**src/verilog/oss_regs.svh**
```systemverilog
// register offsets, field positions, reset values and counts for the oscillator source switch
// assumes an 8-bit register port with a 2-bit word address
`ifndef OSS_REGS_SVH
`define OSS_REGS_SVH

`define OSS_ADDR_CTRL    2'h0
`define OSS_ADDR_TRIM    2'h1
`define OSS_ADDR_CFG     2'h2
`define OSS_ADDR_STATUS  2'h3

`define OSS_CTRL_SRC_LSB    6
`define OSS_CTRL_IFS_LSB    4
`define OSS_CTRL_RANGE_LSB  2
`define OSS_CTRL_REQ_BIT    1
`define OSS_CTRL_ENG_BIT    0
`define OSS_CFG_OCEN_BIT    0
`define OSS_CFG_KEEP_BIT    1

`define OSS_SRC_INT      2'h0
`define OSS_SRC_EXT      2'h1
`define OSS_SRC_RC       2'h2
`define OSS_SRC_XTAL     2'h3
`define OSS_IFS_RESV     2'h3
`define OSS_IFS_RESET    2'h2
`define OSS_RANGE_RESET  2'h0
`define OSS_TRIM_RESET   8'h00
`define OSS_EDGES_NEEDED 2'h2

`endif

```
**src/verilog/oss_pkg.sv**
```systemverilog
// types shared by the oscillator source switch modules
// assumes oss_regs.svh holds the numeric constants
package oss_pkg;

    typedef enum logic [4:0] {
        OSS_ST_INT     = 5'b00001,
        OSS_ST_WAIT    = 5'b00010,
        OSS_ST_SWITCH  = 5'b00100,
        OSS_ST_EXT     = 5'b01000,
        OSS_ST_RESTART = 5'b10000
    } oss_state_e;

    typedef enum logic [1:0] {
        OSS_PIN_GPIO = 2'h0,
        OSS_PIN_CLK  = 2'h1,
        OSS_PIN_AMP  = 2'h2
    } oss_pin_fn_e;

    typedef struct packed {
        logic        out;
        logic        oe;
    } oss_pin_s;

    typedef struct packed {
        oss_state_e  st;
        logic [1:0]  src;
        logic [1:0]  ifs;
        logic [1:0]  range_req;
        logic [1:0]  range_act;
        logic        req;
        logic        eng;
        logic        ocen;
        logic        keep;
        logic [7:0]  trim;
        logic [1:0]  act;
        logic [1:0]  edges;
        logic [3:0]  prev;
        logic        x4;
        logic        int_en;
        logic        in_en;
        oss_pin_fn_e pin_fn;
        oss_pin_s    pin;
        logic [7:0]  rdata;
    } oss_top_s;

    typedef struct packed {
        logic        s1;
        logic        s2;
    } oss_sync_bit_s;

endpackage

```
**src/verilog/oss_sync2.sv**
```systemverilog
// two-flop synchroniser for a vector of asynchronous levels
// assumes each bit is an independent level from outside the clk domain
`timescale 1ns/100ps
module oss_sync2 import oss_pkg::*; #(
    parameter int W = 4
) (
    input  wire logic         clk,
    input  wire logic         rst,
    input  wire logic [W-1:0] din,
    output logic      [W-1:0] dout
);
    logic [2*W-1:0] q_ff;
    logic [2*W-1:0] nxt_q;

    always_comb begin
        nxt_q = {q_ff[W-1:0], din};
    end

    always_ff @(posedge clk) begin
        if (rst) begin
            q_ff <= '0;
        end else begin
            q_ff <= nxt_q;
        end
    end

    assign dout = q_ff[2*W-1:W];
endmodule // oss_sync2

```
**src/verilog/oss_div2.sv**
```systemverilog
// halves the sampled times-four clock into the times-two clock
// assumes x4 is a flop output in the clk domain
`timescale 1ns/100ps
module oss_div2 import oss_pkg::*; (
    input  wire logic clk,
    input  wire logic rst,
    input  wire logic x4,
    output logic      x2
);
    oss_sync_bit_s q_ff;
    oss_sync_bit_s nxt_q;

    // s1 holds last x4, s2 the halved clock
    always_comb begin
        nxt_q    = q_ff;
        nxt_q.s1 = x4;
        if (x4 && !q_ff.s1) begin
            nxt_q.s2 = !q_ff.s2;
        end
    end

    always_ff @(posedge clk) begin
        if (rst) begin
            q_ff <= '0;
        end else begin
            q_ff <= nxt_q;
        end
    end

    assign x2 = q_ff.s2;
endmodule // oss_div2

```
**src/verilog/oss_top.sv**
```systemverilog
// oscillator source switch: register port, source select state machine, pin steering
// assumes analog oscillators outside; their clocks arrive as levels sampled on clk
//
// Strobed register access and the placing of the registers were left to the implementer.
`timescale 1ns/100ps
`include "oss_regs.svh"
module oss_top import oss_pkg::*; (
    input  wire logic       clk,
    input  wire logic       rst,
    input  wire logic [1:0] addr,
    input  wire logic [7:0] wdata,
    input  wire logic       wr,
    input  wire logic       rd,
    output logic      [7:0] rdata,
    input  wire logic       internal_osc_clk,
    input  wire logic       clock_input_pin,
    input  wire logic       rc_osc_clk,
    input  wire logic       crystal_clk,
    input  wire logic       stop_mode,
    input  wire logic       sys_osc_enable,
    input  wire logic       gpio_out,
    input  wire logic       gpio_oe,
    output logic            clk_times_four,
    output logic            clk_times_two,
    output logic            internal_osc_enable,
    output logic            crystal_amp_enable,
    output logic      [1:0] internal_freq_select,
    output logic      [1:0] crystal_range_select,
    output logic      [7:0] trim_register,
    output logic            in_pin_clock_enable,
    output logic            clock_output_pin_out,
    output logic            clock_output_pin_oe,
    output logic            ext_clock_engaged
);
    oss_top_s   q_ff;
    oss_top_s   nxt_q;
    logic [3:0] clks;
    logic [3:0] rise;
    logic       run;
    logic       x2;

    // bit index equals source select code
    oss_sync2 #(.W(4)) u_sync (
        .clk  (clk),
        .rst  (rst),
        .din  ({crystal_clk, rc_osc_clk, clock_input_pin, internal_osc_clk}),
        .dout (clks)
    );

    oss_div2 u_div (
        .clk (clk),
        .rst (rst),
        .x4  (q_ff.x4),
        .x2  (x2)
    );

    function automatic logic lvl(input logic [3:0] v, input logic [1:0] sel);
        lvl = v[sel];
    endfunction

    function automatic logic is_src(input logic [1:0] a, input logic [1:0] b);
        is_src = (a == b);
    endfunction

    assign rise = clks & ~q_ff.prev;
    assign run  = !stop_mode || sys_osc_enable || q_ff.keep;

    always_comb begin
        nxt_q      = q_ff;
        nxt_q.prev = clks;
        nxt_q.rdata = 8'h00;

        // register reads, data in the following cycle
        if (rd) begin
            case (addr)
                `OSS_ADDR_CTRL: begin
                    nxt_q.rdata = {q_ff.src, q_ff.ifs, q_ff.range_req, q_ff.req, q_ff.eng};
                end
                `OSS_ADDR_TRIM: begin
                    nxt_q.rdata = q_ff.trim;
                end
                `OSS_ADDR_CFG: begin
                    nxt_q.rdata = {6'h00, q_ff.keep, q_ff.ocen};
                end
                `OSS_ADDR_STATUS: begin
                    nxt_q.rdata = {q_ff.st, q_ff.int_en, q_ff.act};
                end
                default: begin
                    nxt_q.rdata = 8'h00;
                end
            endcase
        end

        // register writes; engaged bit ignores writes
        if (wr) begin
            case (addr)
                `OSS_ADDR_CTRL: begin
                    nxt_q.src       = wdata[`OSS_CTRL_SRC_LSB +: 2];
                    nxt_q.range_req = wdata[`OSS_CTRL_RANGE_LSB +: 2];
                    nxt_q.req       = wdata[`OSS_CTRL_REQ_BIT];
                    if (wdata[`OSS_CTRL_IFS_LSB +: 2] != `OSS_IFS_RESV) begin
                        nxt_q.ifs = wdata[`OSS_CTRL_IFS_LSB +: 2];
                    end
                    if (!(q_ff.eng && is_src(q_ff.act, `OSS_SRC_XTAL))) begin
                        nxt_q.range_act = wdata[`OSS_CTRL_RANGE_LSB +: 2];
                    end
                end
                `OSS_ADDR_TRIM: begin
                    nxt_q.trim = wdata;
                end
                `OSS_ADDR_CFG: begin
                    nxt_q.ocen = wdata[`OSS_CFG_OCEN_BIT];
                    nxt_q.keep = wdata[`OSS_CFG_KEEP_BIT];
                end
                default: begin
                end
            endcase
        end

        // source switch sequence
        case (q_ff.st)
            OSS_ST_INT: begin
                if (q_ff.req && !is_src(q_ff.src, `OSS_SRC_INT)) begin
                    nxt_q.st    = OSS_ST_WAIT;
                    nxt_q.edges = 2'h0;
                end
            end
            OSS_ST_WAIT: begin
                if (!q_ff.req || is_src(q_ff.src, `OSS_SRC_INT)) begin
                    nxt_q.st = OSS_ST_INT;
                end else if (rise[q_ff.src]) begin
                    nxt_q.edges = q_ff.edges + 2'h1;
                    if (q_ff.edges + 2'h1 == `OSS_EDGES_NEEDED) begin
                        nxt_q.st = OSS_ST_SWITCH;
                    end
                end
            end
            OSS_ST_SWITCH: begin
                // change mux only while both clocks sit low
                if (!q_ff.x4 && !lvl(clks, q_ff.src)) begin
                    nxt_q.act = q_ff.src;
                    nxt_q.eng = 1'b1;
                    nxt_q.st  = OSS_ST_EXT;
                end
            end
            OSS_ST_EXT: begin
                nxt_q.int_en = 1'b0;
                if (!q_ff.req && is_src(q_ff.src, `OSS_SRC_INT)) begin
                    nxt_q.int_en = 1'b1;
                    nxt_q.edges  = 2'h0;
                    nxt_q.st     = OSS_ST_RESTART;
                end
            end
            OSS_ST_RESTART: begin
                if (q_ff.edges == `OSS_EDGES_NEEDED) begin
                    if (!q_ff.x4 && !clks[0]) begin
                        nxt_q.act = `OSS_SRC_INT;
                        nxt_q.eng = 1'b0;
                        nxt_q.st  = OSS_ST_INT;
                    end
                end else if (rise[0]) begin
                    nxt_q.edges = q_ff.edges + 2'h1;
                end
            end
            default: begin
                nxt_q.st = OSS_ST_INT;
            end
        endcase

        if (q_ff.eng && is_src(q_ff.act, `OSS_SRC_EXT)) begin
            nxt_q.ocen = 1'b0;
        end

        // times-four follows the active source, held low when stopped
        nxt_q.x4    = run && lvl(clks, q_ff.act);
        nxt_q.in_en = !is_src(q_ff.src, `OSS_SRC_INT);

        if (is_src(q_ff.src, `OSS_SRC_XTAL)) begin
            nxt_q.pin_fn = OSS_PIN_AMP;
        end else if (is_src(q_ff.src, `OSS_SRC_EXT) || !q_ff.ocen) begin
            nxt_q.pin_fn = OSS_PIN_GPIO;
        end else begin
            nxt_q.pin_fn = OSS_PIN_CLK;
        end

        case (nxt_q.pin_fn)
            OSS_PIN_CLK: begin
                nxt_q.pin = '{out: nxt_q.x4, oe: 1'b1};
            end
            OSS_PIN_AMP: begin
                nxt_q.pin = '{out: 1'b0, oe: 1'b0};
            end
            default: begin
                nxt_q.pin = '{out: gpio_out, oe: gpio_oe};
            end
        endcase
    end

    always_ff @(posedge clk) begin
        if (rst) begin
            q_ff           <= '0;
            q_ff.st        <= OSS_ST_INT;
            q_ff.ifs       <= `OSS_IFS_RESET;
            q_ff.range_req <= `OSS_RANGE_RESET;
            q_ff.range_act <= `OSS_RANGE_RESET;
            q_ff.trim      <= `OSS_TRIM_RESET;
            q_ff.req       <= 1'b0;
            q_ff.int_en    <= 1'b1;
            q_ff.pin_fn    <= OSS_PIN_GPIO;
        end else begin
            q_ff <= nxt_q;
        end
    end

    // no interrupt output and no break-cleared flags exist here
    assign rdata                = q_ff.rdata;
    assign clk_times_four       = q_ff.x4;
    assign clk_times_two        = x2;
    assign internal_osc_enable  = q_ff.int_en && run;
    assign crystal_amp_enable   = is_src(q_ff.src, `OSS_SRC_XTAL) && run;
    assign internal_freq_select = q_ff.ifs;
    assign crystal_range_select = q_ff.range_act;
    assign trim_register        = q_ff.trim;
    assign in_pin_clock_enable  = q_ff.in_en;
    assign clock_output_pin_out = q_ff.pin.out;
    assign clock_output_pin_oe  = q_ff.pin.oe;
    assign ext_clock_engaged    = q_ff.eng;
endmodule // oss_top

```
**config.mk**
```make
export PLATFORM = sky130hd
export DESIGN_NAME = oss_top
export DESIGN_NICKNAME = d
export VERILOG_FILES = /design/src/verilog/oss_pkg.sv /design/src/verilog/oss_sync2.sv /design/src/verilog/oss_div2.sv /design/src/verilog/oss_top.sv
export VERILOG_INCLUDE_DIRS = /design/src /design/src/verilog
export SDC_FILE = /design/constraint.sdc
export NUM_CORES = 1
export LEC_CHECK = 0
export ABC_AREA = 1
export BUFFER_PORTS_ARGS = -buffer_cell sky130_fd_sc_hd__buf_2
export CORE_MARGIN = 2
export CORE_UTILIZATION = 35
export DETAILED_ROUTE_END_ITERATION = 7
export GPL_ROUTABILITY_DRIVEN = 0
export PLACE_DENSITY = 0.59
export SLEW_MARGIN = 20
export SYNTH_ARGS = -nofsm -noshare
export SYNTH_HDL_FRONTEND = slang
export SYNTH_HIERARCHICAL = 1
export SYNTH_SLANG_ARGS = --single-unit
```
**constraint.sdc**
```tcl
create_clock -name clk -period 2.4 [get_ports clk]
set_input_delay 0.48 -clock clk [delete_from_list [all_inputs] [get_ports clk]]
set_output_delay 0.48 -clock clk [all_outputs]
set_load 0.005 [all_outputs]
```
# Yosys cells after proc, flatten, opt, wreduce, memory -nomap -nowiden
# Index checks and enable logic that the tools add are counted.
# word_totals
regBits	56
latch_bits	0
mem_bits_rw	0
mem_bits_ro	0
inputBits	22
word_cells	129
mem_count	0
# classes
n_addsub	1
multipliers	0
div_mod_pow	0
n_lt_le_gt_ge	2
eq_ne	28
shifts	0
n_mux	35
bitwise	4
n_reduce_logical	37
# op_table
cell	n
$mux W5	8
$pmux W8 S4	1
$pmux W5 S5	1
$mux W2	10
$ne A2 B2 Y1 const B	10
$eq A2 B2 Y1 const B	7
$reduce_and A7 Y1	2
$logic_and A1 B1 Y1	10
$logic_not A1 Y1	9
$eq A2 B1 Y1 const B	4
$mux W1	8
$pmux W2 S2	2
$pmux W2 S4	1
$bmux W1 S2	3
$lt A2 B3 Y1 const B	2
$ne A3 B3 Y1 const B	2
$reduce_and A2 Y1	3
$reduce_and A3 Y1	2
$eq A5 B1 Y1 const B	1
$eq A5 B2 Y1 const B	1
$eq A5 B3 Y1 const B	1
$eq A5 B4 Y1 const B	1
$eq A5 B5 Y1 const B	1
$and A4 B4 Y4	1
10 further kinds	16

# Depth between registers and ports, before layout
# logic_depth
word_depth	7
mapped_depth	12

# Modules after synthesis
# Netlist, hierarchy kept.
# by_module_without_submodules
module	instances	cells_per_inst	area_per_inst_um2	seq_area_each_um2
oss_top	1	329	2334.7	920.9
oss_sync2	1	29	261.5	160.2
oss_div2	1	10	72.6	40.0

# Worst setup path before layout
# Ideal clock, no wire load.
# synth_timing
path_type	input port to flip-flop
start	in rst
end	reg q_ff[32] (netlist bit)
t_arrival_ps	1239
setup_slack_ps	1075
stages	5
n_path_buf	2
cell_sequence	clkbuf_1 inv_1 clkbuf_1 o21ai_0 a211oi_1
# synth_between
elab_chain_len	1
# synth_rtl
item	line	text
start, declared	oss_top.sv:9	input wire logic rst,
$reduce_or A2 Y1 (no line)	--	
end signal, assigned	oss_top.sv:211	q_ff <= nxt_q;
end, declared	oss_top.sv:35	oss_top_s q_ff;
# Every way passes these cells.
# A chain may end at the register's enable or synchronous reset.

# Worst setup path in the final report
# layout_timing
start	reg q_ff[31] (netlist bit)
end	out crystal_amp_enable
# layout_between
elab_chain_len	2
# layout_rtl
item	line	text
$logic_or A1 B1 Y1	oss_top.sv:66	assign run = !stop_mode || sys_osc_enable || q_ff.keep;
$logic_and A1 B1 Y1	oss_top.sv:220	assign crystal_amp_enable = is_src(q_ff.src, `OSS_SRC_XTAL) && run;
end, declared	oss_top.sv:26	output logic crystal_amp_enable,
# Every way passes these cells.

==> PnR_summary.wiki <==
{| class="wikitable"
! Metric !! Value
|-
| Simple-Gate Fraction of Synth Area || 25.7%
|-
| Leading area contributor after synthesis || sky130_fd_sc_hd__dfxtp_1
|-
| Number of DRC markers in iteration 0 || 127
|-
| XOR/XNOR Fraction of Synth Area || 0%
|-
| Pwr/cell area || 708 nW/µm²
|-
| Clock buffers created by TritonCTS || 5
|-
| Port Buf Inserts || 49
|-
| Distinct cell type count of the synthesized netlist || 29
|-
| Final Worst Setup Slack || 804 ps
|-
| Count of flip-flops with a built-in enable after synthesis || 0
|-
| Comb pwr share || 24.5%
|-
| Number of endpoints with negative hold slack in the final report || 0
|-
| Dpl ws || 708 ps
|-
| CP endpoint kind || output pin
|-
| End of the worst register-to-register path || q_ff[44]
|-
| Internal power || 1390 µW
|-
| Vias in the first global route || 2105
|-
| Synth area leaders || sky130_fd_sc_hd__dfxtp_1 (42%), sky130_fd_sc_hd__inv_1 (8.4%), sky130_fd_sc_hd__nand2_1 (8.3%)
|-
| Worst slew margin relative to its limit || 72.4%
|-
| Number of fillers in the final layout || 785
|-
| Endpoint required time on the critical path || 1920 ps
|-
| Cell chain of the critical path || inv_1 -> nand3b_1 -> nand3_1 -> inv_1 -> buf_2
|-
| Clock tree sinks || 56
|-
| Post-synthesis sequential element count || 56
|-
| Slowest CP cell || sky130_fd_sc_hd__dfxtp_1
|-
| Area fraction of the dominant cell type after synthesis || 42.0%
|-
| Fraction of synthesis flops using an asynchronous set or reset pin || 0%
|-
| Ratio of final minimum period to clock period || 66.5%
|-
| Max-slew violations || 0
|-
| Cts-stage hold buffer count || 0
|-
| Routed wire length || 5.76 mm
|-
| Top cells by count, synth || sky130_fd_sc_hd__inv_1 (60), sky130_fd_sc_hd__nand2_1 (59), sky130_fd_sc_hd__dfxtp_1 (56)
|-
| Unrepaired setup endpoints after global routing || false
|-
| P&R area growth vs syn || 8.63%
|-
| Synthesized netlist cell count || 368
|-
| Sort of element at the start of the critical path || flip-flop
|-
| Total cell area at the placement stage || 2820 µm²
|-
| Die Outline Area || 8340 µm²
|-
| Critical R2R Launch || q_ff[42]
|-
| Critical path class || reg -> out
|-
| Total routing resource utilization after global routing || 14.5%
|-
| Clock Latency Late Sink || 300 ps
|-
| Outcome || finished clean
|-
| Clock root buffer || sky130_fd_sc_hd__clkbuf_8
|-
| Worst Hold Launch || internal_osc_clk
|-
| Number of levels in the clock H-tree || 2
|-
| Adder-cell share of the synthesized area || 0.938%
|-
| CTS tree || yes
|-
| Starting density of the core || 36.4%
|-
| Cell with the most instances after synthesis || sky130_fd_sc_hd__inv_1
|-
| Worst endpoint data arrival time || 1120 ps
|-
| Vias per cell || 4.59
|-
| Final Non-Filler Cells || 493
|-
| Combinational family with the most area after synthesis || simple AND/OR/NAND/NOR gates
|-
| Largest net degree at the start of global routing || 29
|-
| Footprint of the multi-input gates || 1070 µm²
|-
| Clock-pin slew of the registers on the worst-case setup and hold paths || 90 ps
|-
| Cell area after synthesis || 2670 µm²
|-
| DPL Wire Length || 4.53 mm
|-
| First-pass GRT wire length || 9.67 mm
|-
| Peak fanout along the critical path || 4
|-
| Nets || 418
|-
| Routed via count || 2263
|-
| Core outline area || 7330 µm²
|-
| Post-synth net total || 392
|-
| Area taken by flip-flops and latches || 1120 µm²
|-
| Number of gates given a new drive strength after cts || 0
|-
| Average cell area after synthesis || 7.25 µm²
|-
| Hold endpoint || u_sync/q_ff[0]
|-
| Family with the most delay on the worst path || flip-flops
|-
| Worst hold path stage count || 3
|-
| Die width || 91.3 µm
|-
| GR Overflow Total || 0
|-
| Post-placement cell count || 486
|-
| Std-Cell Rows || 31
|-
| Detailed-router iteration count before antenna repair || 4
|-
| Post-CTS Setup Inserts || 0
|-
| Final Cell Area || 2900 µm²
|-
| Number of warnings issued by yosys || 6
|-
| Worst path most repeated cell || sky130_fd_sc_hd__inv_1
|-
| Power spent charging and discharging nets || 660 µW
|-
| Main flop type after synthesis || sky130_fd_sc_hd__dfxtp_1
|-
| Register-to-register path setup slack || 920 ps
|-
| Peak supply drop || 0.338 mV
|-
| Buf+Inv Stages, Crit Path || 3
|-
| Ports || 50
|-
| Number of remaining DRC errors || 0
|-
| Residual antenna-violating net count after detailed routing || 0
|-
| Number of antenna violations at the first check in global routing || 0
|-
| Worst-case clock buffer depth || 2
|-
| Worst reg2reg path depth || 9
|-
| Min-Delay Path Class || in -> reg
|-
| Worst Max-Slew Pin Slew || 414 ps
|-
| Maximum clock frequency || 626 MHz
|-
| Share of total power in sequential cells || 52.0%
|-
| Fraction of final layout cells with drive strength greater than 1 || 19.3%
|-
| Worst clock skew || 3.81 ps
|-
| Compound-gate portion of the synthesized area || 13.5%
|-
| Multiplexer share of the synthesized area || 0%
|-
| Slowest Stage Delay on Critical Path || 340 ps
|-
| Lkg Pwr || 0.00140 µW
|-
| Min cycle time layout || 1600 ps
|-
| Switching portion of total power || 32.2%
|-
| N_diodes || 0
|-
| Die height || 91.3 µm
|-
| Wire per inst || 11.7 µm
|-
| Setup Viol. Count Final || 0
|-
| Post-synthesis sequential area ratio || 42.0%
|-
| Clock share of power || 23.6%
|-
| Reported max-cap violation count || 0
|-
| Final TNS setup || 0 ps
|-
| Total power || 2050 µW
|}
flip-flops by register name (all words and copies together) (netlist names):
signal                count
u_sync/q_ff               8
in_pin_clock_enable       1
clk_times_four            1
u_div/x2                  1
u_div/q_ff                1
clock_output_pin_out      1
crystal_range_select      2
internal_freq_select      2
clock_output_pin_oe       1
rdata                     8
trim_register             8
q_ff                     21
ext_clock_engaged         1
cells in the final DEF (no fill, tap or decap), drive strengths merged:
| cell | synthesis | final |
|---|---|---|
| a211oi | 1 | 1 |
| a21oi | 28 | 28 |
| a221oi | 1 | 1 |
| a22o | 1 | 1 |
| a31oi | 1 | 1 |
| buf | 30 | 52 |
| clkbuf | 3 | 6 |
| clkinv | 0 | 1 |
| dfxtp | 56 | 56 |
| ha | 2 | 2 |
| inv | 63 | 63 |
| nand2 | 62 | 62 |
| nand3 | 26 | 26 |
| nand3b | 3 | 3 |
| nand4 | 6 | 6 |
| nor2 | 50 | 50 |
| nor3 | 1 | 1 |
| o211ai | 2 | 2 |
| o21ai | 27 | 27 |
| o221ai | 2 | 2 |
| o22ai | 3 | 3 |
through the flow:
step / hold WS (ps) / utilization [%]
2_1_floorplan: 388 / -
6_report: 368 / 39.5
3_3_place_gp: 389 / 38.5
4_1_cts: 363 / 39.5
3_5_place_dp: 393 / 38.5
5_1_grt: 361 / 39.5
cell families after synthesis:
logic type / after synthesis
DFF: 56
and+or+nand+nor: 148
adders and majority gates: 2
buffers and inverters: 96
AOI/OAI and AO/OA: 66
power by group through the flow:
stage                     Clock (µW)  Combinational, µW  Sequential [µW]
after global routing             547                587             1080
after detailed placement           0                502             1090
after floorplan                    0                411             1070
after CTS                        501                505             1070
final                            483                502             1070
after global placement             0                498             1090
how the worst max path moves through the flow:
| stage | startpoint | cells after the start | slack [ps] | end |
|---|---|---|---|---|
| floorplan | rst | 5 | 1080 | q_ff[32] |
| global placement | rst | 6 | 760 | rdata[0] |
| detailed placement | addr[1] | 8 | 710 | internal_freq_select[1] |
| CTS | q_ff[31] | 5 | 790 | crystal_amp_enable |
| global route | q_ff[42] | 9 | 700 | q_ff[44] |
| finish | q_ff[31] | 5 | 800 | crystal_amp_enable |
worst register-to-register path: stages (launching register included):
cell and delay (ps):
sky130_fd_sc_hd__dfxtp_1 490, sky130_fd_sc_hd__inv_1 160, sky130_fd_sc_hd__nand2_1 100, sky130_fd_sc_hd__nand3_1 90, sky130_fd_sc_hd__nand2_2 120, sky130_fd_sc_hd__nand3_1 80, sky130_fd_sc_hd__nor2_1 180, sky130_fd_sc_hd__nand2_1 70
sky130_fd_sc_hd__nand2_1 60, sky130_fd_sc_hd__inv_1 30
metal layers:
| layer | GRT usage [%] | up-vias | wire [µm] |
|---|---|---|---|
| li1 | - | 1194 | - |
| met1 | 18.8 | 1000 | 2740 |
| met2 | 23.3 | 60 | 2610 |
| met3 | 3.07 | 9 | 295 |
| met4 | 5.81 | 0 | 110 |
| met5 | 0 | - | 0 |
area by class of cell:
cell class              instances  area share (%)
clock buffers                   6            2.50
clock inverters                 1           0.173
inverters                      63            8.16
multi-input cells             216            37.0
flip-flops and latches         56            38.7
well taps                      99            4.27
repair buffers                 52            9.24
No activity file was read; power rests on OpenSTA's default activity.
